`src/common/wsalu_pkg.sv`:
```
`default_nettype none
package wsalu_pkg;
   localparam int DATA_W = 8;
   localparam int WORD_W = 16;
   localparam int IMM_W  = 6;
   localparam int WORD_CYCLES = 2;
   localparam logic [7:0] ZERO_BYTE = 8'h00;
   localparam logic [15:0] ZERO_WORD = 16'h0000;
   localparam int BIT_MSB_B = 7;
   localparam int BIT_MSB_W = 15;

   // Opcode select from the decoder
   typedef enum logic [1:0]
   {
      WSALU_OP_NONE = 2'h0,
      WSALU_OP_SUBW = 2'h1,
      WSALU_OP_ANDK = 2'h2,
      WSALU_OP_ORR  = 2'h3
   } wsalu_op_e;

   typedef enum logic [2:0]
   {
      WSALU_ST_IDLE = 3'h1,
      WSALU_ST_LOW  = 3'h2,
      WSALU_ST_HIGH = 3'h4
   } wsalu_st_e;

   typedef struct packed
   {
      logic s;
      logic v;
      logic n;
      logic z;
      logic c;
   } wsalu_flags_s;

   typedef struct packed
   {
      wsalu_op_e         op;
      logic [DATA_W-1:0] dest_val;
      logic [DATA_W-1:0] dest_hi_val;
      logic [DATA_W-1:0] source_register;
      logic [DATA_W-1:0] constant;
   } wsalu_req_s;

   typedef struct packed
   {
      logic              wr_lo;
      logic              wr_hi;
      logic [DATA_W-1:0] lo;
      logic [DATA_W-1:0] hi;
   } wsalu_res_s;

   localparam wsalu_flags_s FLAGS_RESET = 5'h00;
   localparam wsalu_res_s   RES_RESET   = 18'h00000;
endpackage
`default_nettype wire

```
`src/rtl/wsalu_core.sv`:
```
// Overview of operation
// - Word subtract treats register pair as 16 bits, writes difference back.
// - Word subtract takes two cycles, sets Z,C,N,V,S from 16-bit result.
// - AND with constant replaces destination, one cycle, sets Z,N,V,S.
// - AND second operand is the instruction constant, not a register.
// - Register OR replaces destination with OR of source, one cycle, Z,N,V,S.
`timescale 1ns/1ps
`default_nettype none
module wsalu_core
   import wsalu_pkg::*;
(
   // Clock and reset
   input  wire logic         clock,
   input  wire logic         rst_n,
   input  wire logic         clk_en,
   // Request from decoder
   input  wire logic         req_valid,
   input  wire wsalu_req_s   req,
   // Result to register file
   output var  wsalu_res_s   res,
   output var  wsalu_flags_s flags,
   output logic              busy,
   output logic              done
);
   wsalu_st_e         st_q;
   logic [WORD_W-1:0] diff_q;
   wsalu_flags_s      flags_d;
   wsalu_res_s        res_d;
   logic [DATA_W-1:0] byte_r;
   logic [WORD_W-1:0] diff_d;
   logic              take;

   assign take = clk_en && req_valid && (st_q == WSALU_ST_IDLE);

   assign diff_d = {req.dest_hi_val, req.dest_val}
                   - {{(WORD_W-DATA_W){1'b0}}, req.constant};

   always_comb
   begin
      byte_r = ZERO_BYTE;
      if (req.op == WSALU_OP_ANDK)
      begin
         byte_r = req.dest_val & req.constant;
      end
      else if (req.op == WSALU_OP_ORR)
      begin
         byte_r = req.dest_val | req.source_register;
      end
   end

   always_comb
   begin
      flags_d = flags;
      res_d   = RES_RESET;
      if (take && (req.op == WSALU_OP_ANDK || req.op == WSALU_OP_ORR))
      begin
         flags_d.z = (byte_r == ZERO_BYTE);
         flags_d.n = byte_r[BIT_MSB_B];
         flags_d.v = 1'b0;
         flags_d.s = byte_r[BIT_MSB_B];
         res_d.wr_lo = 1'b1;
         res_d.lo    = byte_r;
      end
      else if (st_q == WSALU_ST_LOW)
      begin
         flags_d.z = (diff_q == ZERO_WORD);
         flags_d.n = diff_q[BIT_MSB_W];
         // Borrow when the pair wraps below zero
         flags_d.c = ~res.hi[BIT_MSB_B] & diff_q[BIT_MSB_W];
         // Signed overflow: negative pair turned positive
         flags_d.v = res.hi[BIT_MSB_B] & ~diff_q[BIT_MSB_W];
         flags_d.s = diff_q[BIT_MSB_W]
                     ^ (res.hi[BIT_MSB_B] & ~diff_q[BIT_MSB_W]);
         res_d.wr_hi = 1'b1;
         res_d.lo    = diff_q[DATA_W-1:0];
         res_d.hi    = diff_q[WORD_W-1:DATA_W];
      end
      else if (take && req.op == WSALU_OP_SUBW)
      begin
         // Original high byte held for flag math
         res_d.wr_lo = 1'b1;
         res_d.lo    = diff_d[DATA_W-1:0];
         res_d.hi    = req.dest_hi_val;
      end
   end

   always_ff @(posedge clock or negedge rst_n)
   begin
      if (!rst_n)
      begin
         st_q   <= WSALU_ST_IDLE;
         diff_q <= ZERO_WORD;
      end
      else if (clk_en)
      begin
         unique case (st_q)
            WSALU_ST_IDLE:
            begin
               if (take && req.op == WSALU_OP_SUBW)
               begin
                  st_q   <= WSALU_ST_LOW;
                  diff_q <= diff_d;
               end
            end
            WSALU_ST_LOW:
            begin
               st_q <= WSALU_ST_HIGH;
            end
            WSALU_ST_HIGH:
            begin
               st_q <= WSALU_ST_IDLE;
            end
            default:
            begin
               st_q <= WSALU_ST_IDLE;
            end
         endcase
      end
   end

   always_ff @(posedge clock or negedge rst_n)
   begin
      if (!rst_n)
      begin
         res   <= RES_RESET;
         flags <= FLAGS_RESET;
      end
      else if (clk_en)
      begin
         res   <= res_d;
         flags <= flags_d;
      end
   end

   always_ff @(posedge clock or negedge rst_n)
   begin
      if (!rst_n)
      begin
         busy <= 1'b0;
         done <= 1'b0;
      end
      else if (clk_en)
      begin
         busy <= take && (req.op == WSALU_OP_SUBW);
         done <= (st_q == WSALU_ST_LOW)
                 || (take && (req.op == WSALU_OP_ANDK
                              || req.op == WSALU_OP_ORR));
      end
   end

   property p_subw_two;
      @(posedge clock) disable iff (!rst_n)
      (take && req.op == WSALU_OP_SUBW) ##1 clk_en |=> done && res.wr_hi;
   endproperty
   a_subw_two: assert property (p_subw_two)
      else $error("word subtract did not finish in two cycles");

   property p_and_one;
      @(posedge clock) disable iff (!rst_n)
      (take && req.op == WSALU_OP_ANDK)
      |=> done
          && res.lo == ($past(req.dest_val) & $past(req.constant));
   endproperty
   a_and_one: assert property (p_and_one)
      else $error("and with constant result wrong");

   property p_or_one;
      @(posedge clock) disable iff (!rst_n)
      (take && req.op == WSALU_OP_ORR)
      |=> res.lo == ($past(req.dest_val) | $past(req.source_register))
          && flags.v == 1'b0;
   endproperty
   a_or_one: assert property (p_or_one)
      else $error("register or result wrong");

   property p_sign;
      @(posedge clock) disable iff (!rst_n)
      done |-> flags.s == (flags.n ^ flags.v);
   endproperty
   a_sign: assert property (p_sign)
      else $error("sign flag not n xor v");

   property p_logic_keeps_c;
      @(posedge clock) disable iff (!rst_n)
      (take && req.op != WSALU_OP_SUBW) |=> flags.c == $past(flags.c);
   endproperty
   a_logic_keeps_c: assert property (p_logic_keeps_c)
      else $error("carry changed by logic op");

   property p_pair;
      @(posedge clock) disable iff (!rst_n)
      res.wr_hi |-> {res.hi, res.lo} == diff_q;
   endproperty
   a_pair: assert property (p_pair)
      else $error("pair result mismatch");

   property p_busy_word;
      @(posedge clock) disable iff (!rst_n)
      (take && req.op == WSALU_OP_SUBW)
      |=> busy && res.wr_lo && !res.wr_hi && !done;
   endproperty
   a_busy_word: assert property (p_busy_word)
      else $error("word subtract first cycle wrong");

   property p_and_flags;
      @(posedge clock) disable iff (!rst_n)
      (take && req.op == WSALU_OP_ANDK)
      |=> flags.z == (res.lo == ZERO_BYTE)
          && flags.n == res.lo[BIT_MSB_B] && !flags.v;
   endproperty
   a_and_flags: assert property (p_and_flags)
      else $error("and with constant flags wrong");

   property p_or_flags;
      @(posedge clock) disable iff (!rst_n)
      (take && req.op == WSALU_OP_ORR)
      |=> flags.z == (res.lo == ZERO_BYTE)
          && flags.n == res.lo[BIT_MSB_B];
   endproperty
   a_or_flags: assert property (p_or_flags)
      else $error("register or flags wrong");

   property p_frozen;
      @(posedge clock) disable iff (!rst_n)
      !clk_en |=> $stable(flags) && $stable(res) && $stable(st_q);
   endproperty
   a_frozen: assert property (p_frozen)
      else $error("state moved while clock enable low");
endmodule
`default_nettype wire

```
`config.mk`:
```
export PLATFORM = sky130hd
export DESIGN_NAME = wsalu_core
export DESIGN_NICKNAME = d
export VERILOG_FILES = /design/src/common/wsalu_pkg.sv /design/src/rtl/wsalu_core.sv
export SDC_FILE = /design/constraint.sdc
export NUM_CORES = 1
export LEC_CHECK = 0
export ABC_AREA = 1
export BUFFER_PORTS_ARGS = -buffer_cell sky130_fd_sc_hd__buf_2
export CORE_UTILIZATION = 45
export CTS_CLUSTER_SIZE = 20
export DETAILED_ROUTE_END_ITERATION = 16
export GPL_TIMING_DRIVEN = 0
export PLACE_DENSITY = 0.71
export SLEW_MARGIN = 20
export SYNTH_ARGS = -nofsm -noshare
export SYNTH_HDL_FRONTEND = slang
export SYNTH_SLANG_ARGS = --single-unit
```
`constraint.sdc`:
```
create_clock -name clock -period 1.3 [get_ports clock]
set_input_delay 0 -clock clock [delete_from_list [all_inputs] [get_ports clock]]
set_output_delay 0 -clock clock [all_outputs]
set_load 0.01 [all_outputs]
```
==> impl_results.md, run 1 <==
* Initial Utilization at 46.5%
* Reg2reg path depth at 6
* Ys flop type: dfrtp_1
* Worst-path cell chain: nand3_4, nor2_4, nand2_4, buf_6, or2_4, a31oi_1
* Max incr delay on CP at 0.56 ns
* Initial DRC count at 179
* PD cells at 1250 nW/um^2
* Max clock buf depth at 2
* Port bufs at 61
* WP data required at 1.51 ns
* Largest net degree at the start of global routing at 45
* Worst setup margin at -0.203 ns
* Worst Hold Depth at 3
* Post-Route WL at 7900 um
* Final Hold Fails at 0
* Synth warnings at 0
* Die width at 82.7 um
* Placed Instances at 567
* Utilization after layout at 58.2%
* Crit-path slowest cell: dfstp_2
* H-tree levels at 2
* Initial antenna violation count at 0
* Synthesized area at 2930 um^2
* Clk_lat worst skew at 0.29 ns
* Nature of the critical path endpoint: register
* Worst Path Buf+Inv at 1
* Max-slew violations at 0
* Min cycle time layout at 1.50 ns
* Worst hold slack at 0.0117 ns
* Core Region at 6310 um^2
* Final nets at 559
* Vias in the first global route at 2677
* Hold_sp: req[16]
* Layout Skew at 0.00709 ns
* Layout cells sized above 1 at 23.4%
* Hold EP: diff_q[8]$_DFFE_PN0P_
* Die area at 6840 um^2
* FFs w/ async S/R, synth at 100%
* Yosys top cell by area: dfrtp_1
* Critical Path Stages at 6
* Setup TNS at -4.18 ns
* Rows at 29
* Global Route Usage Sum at 25.4%
* EDFF count, synth at 0
* Initial DRT Pass Iterations at 5
* First-pass GRT wire length at 12700 um
* Count leader, synth: nand2_1
* Ranking of synthesized cells by area: dfrtp_1 (37%), nand2_1 (17%), inv_1 (8.3%)
* Synth top cells by count: nand2_1 (136), inv_1 (65), nor2_1 (47)
* Post-synth top area share at 36.7%
* CTS buffer count at 5
* Fillers at 625
* Area delta synth->final at 25.4%
* Crit path arrival time at 1.71 ns
* Max Fanout on Critical Path at 4
* Peak Freq at 665 MHz
* Total grt overflow at 0
* Mapped Cells at 429
* Die span in y at 82.7 um
* Final ANT Viol Nets at 0
* Kind of path behind the tightest hold check: in2reg
* # DRC at 0
* Worst Tran Pin Value at 0.977 ns
* Synthesized area per cell at 6.84 um^2
* Vias at 2977
* Post-DP HPWL at 5970 um
* R2r setup slk at -0.20 ns
* Clock Tree Root: clkbuf_8
* RSZ-0062 raised after global routing: true
* Pre-CTS setup slack at -0.373 ns
* GPL Wtd Cong at 0.863
* Clock sinks at 44
* Register bit count reported by yosys at 44
* Failing checks: setup timing
* Reg2reg start: st_q[0]$_DFFE_PN1P_
* IO Pins at 63
* Leakage at 2.06 nW
* Slew Limit Headroom at 34.8%
* Number of diodes at 0
* Post-synth cell types at 29
* Setup violations, final at 41
* Status: complete, but fails checks
* Top delay family on crit path: flip-flops
* Clk pin slew, worst setup/hold paths at 0.08 ns
* CP Class: reg2reg
* Crit share post-route at 116%
* CTS tree: done
* Worst r2r dst: res[8]$_DFFE_PN0P_
* Vias per cell at 5.12
* Layout Cells excl Fill at 582
* Sequential area share after synthesis at 37.6%
* Max-Cap Viols at 0
* Worst vdd ir at 0.941 mV
* Worst setup SP type: register
* WL/cell at 13.6 um
* Post-synthesis net count at 484
==> power breakdown <==
group          switching (mW)  internal [mW]  leakage (nW)
Combinational           0.942          0.599          1.43
Sequential              0.245           1.78         0.568
Clock                   0.449          0.570        0.0552
Total                    1.64           2.95          2.06
==> layout by cell type (no fill, tap or decap), types with 5 or more instances in the layout <==
cell | netlist | layout
nor2_1 | 47 | 45
ha_1 | 16 | 16
dfrtp_1 | 43 | 43
inv_1 | 65 | 61
nand4_1 | 9 | 9
o21ai_0 | 20 | 15
a21oi_2 | 0 | 5
clkbuf_8 | 0 | 5
buf_2 | 6 | 64
buf_4 | 0 | 6
nand3_1 | 41 | 38
nand2_1 | 136 | 128
==> state kept, by name, summed over array words and instances, names as in the netlist <==
| name | count |
|---|---|
| busy | 1 |
| diff_q | 16 |
| done | 1 |
| flags | 5 |
| res | 18 |
| st_q | 3 |
==> worst register-to-register path, delay by kind of cell, from the launching register on <==
kind	cells	cell delay (ns)
flops	1	0.56
compound gates	1	0.18
simple gates	4	0.55
buf+inv	1	0.13
==> how the worst max path moves through the flow <==
stage	startpoint	slack (ns)	end
after floorplan	st_q[0]$_DFFE_PN1P_	-0.06	res[8]$_DFFE_PN0P_
after global placement	req[24]	-0.34	diff_q[12]$_DFFE_PN0P_
after detailed placement	st_q[0]$_DFFE_PN1P_	-0.37	flags[2]$_DFFE_PN0P_
after CTS	st_q[0]$_DFFE_PN1P_	-0.19	res[8]$_DFFE_PN0P_
after global routing	st_q[0]$_DFFE_PN1P_	-0.22	res[8]$_DFFE_PN0P_
final	st_q[0]$_DFFE_PN1P_	-0.20	res[8]$_DFFE_PN0P_
==> logic make-up (layout without fill, tap and decap cells) <==
kind of cell               Yosys count  count (layout)  synth area share [%]
AOI/OAI and AO/OA                   46              46                  9.30
xor gates and xnor gates             3               3                 0.896
adders and majority gates           17              17                  7.51
buffers and inverters               77             153                  10.4
DFF                                 44              44                  37.6
and+or+nand+nor                    242             242                  34.3
==> per-stage QoR <==
step,power [mW],cell area (um^2)
3_3_place_gp,3.34,3340
4_1_cts,4.48,3550
2_1_floorplan,2.88,2940
3_5_place_dp,3.38,3340
6_report,4.59,3680
5_1_grt,4.97,3680
==> per-layer routing <==
metal	vias up	wire [um]	global-route usage, %
li1	1506	-	-
met5	-	0	0
met1	1365	3680	33.6
met2	94	3740	41.7
met4	0	155	7.41
met3	12	321	5.05
==> timing repair <==
item / 4_1_cts / 5_1_grt
hold buffers: 1 / 0
resized for setup: 17 / 35
setup endpoints to repair: 41 / 42
pin swaps: 3 / 8
hold endpoints to repair: 43 / 0
setup buffers: 3 / 3
==> final cells by class <==
| class | instances | area [um^2] | area share (%) |
|---|---|---|---|
| Buffer | 10 | 71.3 | 1.94 |
| Clock buffer | 6 | 72.6 | 1.97 |
| Clock inverter | 2 | 35.0 | 0.953 |
| Inverter | 67 | 260 | 7.08 |
| Multi-Input combinational cell | 308 | 1670 | 45.3 |
| Sequential cell | 44 | 1100 | 30.0 |
| Tap cell | 77 | 96.3 | 2.62 |
| Timing Repair Buffer | 68 | 373 | 10.1 |
No activity file was read; power rests on OpenSTA's default activity.
==> run 2, diff against run 1 <==
--- a/config.mk
+++ b/config.mk
@@ -13,3 +13,3 @@
 export GPL_TIMING_DRIVEN = 0
-export PLACE_DENSITY = 0.71
+export PLACE_DENSITY = 0.68
 export SLEW_MARGIN = 20
==> constraint.sdc (replaced) <==
create_clock -name clock -period 1.8 [get_ports clock]
set_input_delay 0.18 -clock clock [delete_from_list [all_inputs] [get_ports clock]]
set_output_delay 0.18 -clock clock [all_outputs]
set_load 0.01 [all_outputs]
==> run 2 against run 1 <==
Net effect:
- the run now ends clean
- critical path depth is the same
- flip-flop and latch count unchanged
- clock skew decreased by 0.0015 ns
- core utilization down 3.2 points
- worst hold slack improved by 0.18 ns
- cell area down 5.5%
- combinational power shrank 37%
- largest cell class unchanged
- first-iteration DRC count decreased by 5.0%
- setup slack improved by 0.31 ns
- via count fell by 2.4%
- sequential power decreased by 29%
- die area is the same
==> impl_results.md, run 2 (synthesized netlist as in run 1, its figures left out) <==
* Status: finished clean
* Layout cells sized above 1 at 16.6% (-6.8 points)
* GPL Wtd Cong at 0.879 (+1.8%)
* Global Route Usage Sum at 25.1% (-0.29 points)
* IO Pins at 63 (unchanged)
* Layout Cells excl Fill at 577 (-0.86%)
* WP data required at 2.02 ns (+0.51 ns)
* Largest register FFs at 18 (unchanged)
* CTS tree: done
* Max-slew violations at 0 (unchanged)
* Psw at 1.11 mW (-32%)
* Kind of path behind the tightest hold check: in2reg
* Min cycle time layout at 1.69 ns (+0.190 ns)
* Initial DRT Pass Iterations at 6 (+1)
* Utilization after layout at 55.1% (-3.2 points)
* Crit share post-route at 94.0% (-22 points)
* Max Used Layer: met4
* Worst Tran Pin Value at 0.556 ns (-0.421 ns)
* Largest net degree at the start of global routing at 45 (unchanged)
* Final Instance Area at 3480 um^2 (-5.5%)
* Slew Limit Headroom at 62.9% (+28 points)
* Detailed-route wire length on metal 1 at 3690 um (+0.41%)
* Placed Area at 3330 um^2 (-0.22%)
* Sequential cell fraction of total power at 45.7% (+1.5 points)
* Initial Utilization at 46.5% (unchanged)
* Vias at 2906 (-2.4%)
* Max Fanout on Critical Path at 8 (+4)
* Clock Tree Root: clkbuf_8
* Die area at 6840 um^2 (unchanged)
* Area delta synth->final at 18.5%
* Commonest cells after routing, fill and taps aside: nand2_1 (136), buf_2 (67), inv_1 (65), nor2_1 (47), dfrtp_1 (43)
* Setup violations, final at 0 (-100%)
* Logic gate share of total power at 30.6% (-3.0 points)
* Layout Skew at 0.00558 ns (-0.00151 ns)
* Core Region at 6310 um^2 (unchanged)
* Hold Buf Count CTS at 0 (-1)
* # DRC at 0 (unchanged)
* Leakage at 1.98 nW (-3.4%)
* Crit path arrival time at 1.91 ns (+0.20 ns)
* Final ANT Viol Nets at 0 (unchanged)
* Post-Route WL at 7760 um (-1.7%)
* Vias in the first global route at 2652 (-0.93%)
* Post-DP HPWL at 6020 um (+0.77%)
* Number of diodes at 0 (unchanged)
* Die span in y at 82.7 um (unchanged)
* Top Registers: res x18, diff_q x16, flags x5
* Initial DRC count at 170 (-5.0%)
* Pre-CTS setup slack at -0.0478 ns (+0.325 ns)
* Clk_lat worst skew at 0.30 ns (about the same)
* Post_cts resized at 0 (-17)
* Commonest non-fill, non-tap cell in the layout: nand2_1
* RSZ-0062 raised after global routing: false
* Clk pin slew, worst setup/hold paths at 0.08 ns (about the same)
* H-tree levels at 2 (unchanged)
* Peak Freq at 591 MHz (-11%)
* Initial antenna violation count at 0 (unchanged)
* Total grt overflow at 0 (unchanged)
* Placed Instances at 567 (unchanged)
* WL met2 at 3620 um (-3.2%)
* Vias per cell at 5.04 (-1.5%)
* Worst setup SP type: register
* Worst vdd ir at 0.683 mV (-27%)
* Internal at 2.07 mW (-30%)
* Power Total at 3.18 mW (-31%)
* Nature of the critical path endpoint: register
* Die width at 82.7 um (unchanged)
* Max-Cap Viols at 0 (unchanged)
* CTS buffer count at 5 (unchanged)
* Port bufs at 61 (unchanged)
* Largest register by flop count: res
* Final nets at 554 (-0.89%)
* Worst setup margin at 0.107 ns (+0.310 ns)
* Max clock buf depth at 2 (unchanged)
* Met3 WL at 370 um (+15%)
* First-pass GRT wire length at 12800 um (+0.82%)
* Clk pwr share at 23.7% (+1.5 points)
* Rows at 29 (unchanged)
* Fillers at 658 (+5.3%)
* WL/cell at 13.4 um (-0.88%)
* Final Hold Fails at 0 (unchanged)
* PD cells at 914 nW/um^2 (-27%)
* Sw Share at 34.8% (-0.81 points)
* Post CTS Setup Buffer Count at 0 (-3)
* CP Class: reg2reg
* Clock sinks at 44 (unchanged)
run 2: changes by cell type in the layout (fill, tap and decap cells not counted), moves of 4 or more:
cell and change:
a21oi_1 +5, o21ai_0 +5, a21oi_2 -5, buf_4 -6, nand2_2 -4, nand2_1 +8, o221ai_2 -4, nand2_4 -4
inv_1 +4, o221ai_1 +4
run 2: per-stage QoR:
stage          hold WS (ns)  TNS, ns
4_1_cts              0.0577        0
5_1_grt               0.199        0
3_3_place_gp          0.386  -0.0316
3_5_place_dp          0.386  -0.0987
6_report              0.191        0
2_1_floorplan        -0.116        0
run 2: routing by layer:
layer  global-route usage, %  up-vias
met5                       0        -
met4                    4.83        0
met3                    4.18       10
met2                    42.7       82
met1                    33.4     1314
li1                        -     1500
run 2: layout make-up:
type / instances / area, um^2 / area share (%)
sequential: 44 / 1100 / 31.7
timing repair buffer: 63 / 335 / 9.65
tap: 77 / 96.3 / 2.77
multi-input combinational: 308 / 1530 / 43.9
clock buffer: 5 / 68.8 / 1.98
inverter: 67 / 251 / 7.24
buffer: 10 / 52.6 / 1.51
clock inverter: 3 / 42.5 / 1.22
run 2: path summary, 6_finish.rpt:
| check | from | end | slack [ns] | cells after the start |
|---|---|---|---|---|
| max in group asynchronous | rst_n | res[10]$_DFFE_PN0P_ | 1.05 | 3 |
| min reg2reg | flags[3]$_DFFE_PN0P_ | flags[3]$_DFFE_PN0P_ | 0.48 | 2 |
| min in group asynchronous | rst_n | diff_q[4]$_DFFE_PN0P_ | 0.28 | 2 |
| max | st_q[0]$_DFFE_PN1P_ | flags[2]$_DFFE_PN0P_ | 0.11 | 6 |
| min | req[16] | diff_q[8]$_DFFE_PN0P_ | 0.19 | 3 |
| max reg2reg | st_q[0]$_DFFE_PN1P_ | flags[2]$_DFFE_PN0P_ | 0.11 | 6 |
run 2: critical path, cell delays in order (launching register included):
cell and delay [ns]:
dfstp_2 0.56, nand3_1 0.11, nor2_2 0.13, nand2_1 0.22, clkinv_1 0.17, o21ai_0 0.22, a31oi_1 0.19
run 2: power groups by stage:
stage	Sequential (mW)	Clock (mW)	Combinational [mW]
floorplan	1.49	0	0.583
global placement	1.46	0	0.947
detailed placement	1.47	0	0.961
CTS	1.45	0.771	0.968
global route	1.49	0.817	1.14
finish	1.45	0.752	0.973
==> run 3, diff against run 2 <==
BUFFER_PORTS_ARGS = default   (was -buffer_cell sky130_fd_sc_hd__buf_2)
CELL_PAD_IN_SITES_DETAIL_PLACEMENT = 0   (was default)
CELL_PAD_IN_SITES_GLOBAL_PLACEMENT = 2   (was default)
CORE_UTILIZATION = 37   (was 45)
DONT_BUFFER_PORTS = 1   (was default)
PLACE_DENSITY = default   (was 0.68)
PLACE_DENSITY_LB_ADDON = 0.1   (was default)
==> run 3 against run 2 <==
Net effect:
- worst hold slack got worse by 0.15 ns
- via count is 8.8% lower
- non-clock buffer count down 61
- cell area is 8.0% lower
- die area is 21% higher
- combinational power shrank 20%
- global-route usage fell by 3.9 points
- register-to-register slack gained 0.04 ns
- sequential power grew 5%
- clock skew is 0.0018 ns lower
- clock power decreased by 12%
- highest routed layer unchanged
- first-iteration DRC count down 40%
==> impl_results.md, run 3 (synthesized netlist as in run 1, its figures left out) <==
* Status: finished clean
* Max-slew violations at 0 (unchanged)
* Setup violations, final at 0 (unchanged)
* GPL Wtd Cong at 0.765 (-13%)
* Global Route Usage Sum at 21.2% (-3.9 points)
* Max Fanout on Critical Path at 8 (unchanged)
* Largest register by flop count: res
* Vias at 2650 (-8.8%)
* Worst vdd ir at 0.570 mV (-16%)
* Clk_lat worst skew at 0.29 ns (about the same)
* Min cycle time layout at 1.65 ns (-0.0403 ns)
* Initial DRT Pass Iterations at 6 (unchanged)
* H-tree levels at 2 (unchanged)
* WL/cell at 15.3 um (+14%)
* Top Registers: res x18, diff_q x16, flags x5
* Die width at 91.0 um (+10%)
* Vias in the first global route at 2683 (+1.2%)
* Crit share post-route at 91.8% (-2.2 points)
* Initial DRC count at 102 (-40%)
* RSZ-0062 raised after global routing: false
* Max clock buf depth at 2 (unchanged)
* Die area at 8290 um^2 (+21%)
* Worst setup SP type: register
* WP data required at 2.01 ns (about the same)
* Largest register FFs at 18 (unchanged)
* Worst hold slack at 0.0441 ns (-0.147 ns)
* Leakage at 1.71 nW (-14%)
* Worst setup margin at 0.148 ns (+0.0403 ns)
* Layout cells sized above 1 at 5.02% (-12 points)
* Crit path arrival time at 1.86 ns (-0.05 ns)
* Peak Freq at 605 MHz (+2.4%)
* Slew Limit Headroom at 61.2% (-1.7 points)
* CTS buffer count at 5 (unchanged)
* Port bufs at 0 (-100%)
* First-pass GRT wire length at 13600 um (+6.2%)
* Utilization after layout at 41.6% (-13 points)
* PD cells at 925 nW/um^2 (+1.2%)
* # DRC at 0 (unchanged)
* Placed Instances at 531 (-6.3%)
* Post-Route WL at 8260 um (+6.4%)
* IO Pins at 63 (unchanged)
* Final Hold Fails at 0 (unchanged)
* Layout Cells excl Fill at 540 (-6.4%)
* Vias per cell at 4.91 (-2.6%)
* Clock Tree Root: clkbuf_8
* Commonest non-fill, non-tap cell in the layout: nand2_1
* Nature of the critical path endpoint: register
* Worst Tran Pin Value at 0.582 ns (+0.0253 ns)
* Core Region at 7690 um^2 (+22%)
* Number of diodes at 0 (unchanged)
* Clk pin slew, worst setup/hold paths at 0.08 ns (about the same)
* Initial Utilization at 38.2% (-8.3 points)
* Clock sinks at 44 (unchanged)
* Initial antenna violation count at 0 (unchanged)
* Final ANT Viol Nets at 0 (unchanged)
* Commonest cells after routing, fill and taps aside: nand2_1 (135), inv_1 (65), nor2_1 (47), dfrtp_1 (43), nand3_1 (41)
* Rows at 32 (+10%)
* Kind of path behind the tightest hold check: in2reg
* Pre-CTS setup slack at -0.0164 ns (+0.0314 ns)
* Die span in y at 91.0 um (+10%)
* CP Class: reg2reg
* Area delta synth->final at 9.09%
* Total grt overflow at 0 (unchanged)
* Final nets at 493 (-11%)
* Layout Skew at 0.00382 ns (-0.00175 ns)
* Largest net degree at the start of global routing at 45 (unchanged)
* Post-DP HPWL at 6560 um (+9.0%)
* CTS tree: done
* Max-Cap Viols at 0 (unchanged)
* Power Total at 2.96 mW (-6.8%)
[run 3: changes by cell type in the layout (fill, tap and decap cells not counted)]
cell        previous run  this run
bufinv_16              1         0
buf_16                 0         1
clkbuf_8               5         7
clkinv_2               1         0
nand2_1              136       135
nand2_2                0         1
buf_12                 1         0
buf_2                 67         5
clkbuf_4               0         1
clkinvlp_4             1         0
[run 3: metrics by stage]
| stage | setup TNS [ns] | cell area [um^2] |
|---|---|---|
| global route | 0 | 3200 |
| finish | 0 | 3200 |
| global placement | 0 | 3060 |
| CTS | 0 | 3190 |
| detailed placement | -0.0164 | 3060 |
| floorplan | 0 | 2930 |
[run 3: per-layer routing]
layer | global-route usage [%] | vias up | part of all wire, %
met5 | 0 | - | 0
met4 | 2.78 | 0 | 0.35
met3 | 4.52 | 4 | 4.2
met2 | 37.6 | 50 | 49
met1 | 27.0 | 1224 | 47
li1 | - | 1372 | -
[run 3: layout make-up]
cell class,instances,area (um^2)
Clock buffer,7,96.3
Fill cell,875,4490
Sequential cell,44,1100
Multi-Input combinational cell,308,1530
Timing Repair Buffer,2,37.5
Buffer,10,55.1
Tap cell,102,128
Inverter,67,251
[run 3: worst paths after layout]
| path | slack (ns) | endpoint | cells after the start | from |
|---|---|---|---|---|
| worst max-delay path | 0.15 | flags[2]$_DFFE_PN0P_ | 6 | st_q[0]$_DFFE_PN1P_ |
| worst min-delay path | 0.04 | diff_q[8]$_DFFE_PN0P_ | 2 | req[16] |
| worst max register to register | 0.15 | flags[2]$_DFFE_PN0P_ | 6 | st_q[0]$_DFFE_PN1P_ |
| worst min register to register | 0.49 | diff_q[11]$_DFFE_PN0P_ | 2 | diff_q[11]$_DFFE_PN0P_ |
| max in group asynchronous | 1.16 | st_q[0]$_DFFE_PN1P_ | 2 | rst_n |
| min in group asynchronous | 0.38 | res[12]$_DFFE_PN0P_ | 2 | rst_n |
[run 3: worst max-delay path: stages (launching register included)]
cell and delay [ns]:
dfstp_2 0.56, nand3_1 0.11, nor2_2 0.18, nand2_2 0.18, clkinv_1 0.14, o21ai_0 0.21
a31oi_1 0.20
[run 3: where the power goes]
group	switching [mW]	internal (mW)	total, mW
Clock	0.323	0.342	0.665
Sequential	0.231	1.29	1.52
Combinational	0.495	0.282	0.777
[run 3: timing repair]
action                                 CTS  global route
setup buffers                            0             0
hold buffers                             2             0
endpoints found under the hold margin   44             0
resized for setup                        0             2
setup endpoints to repair                0             3
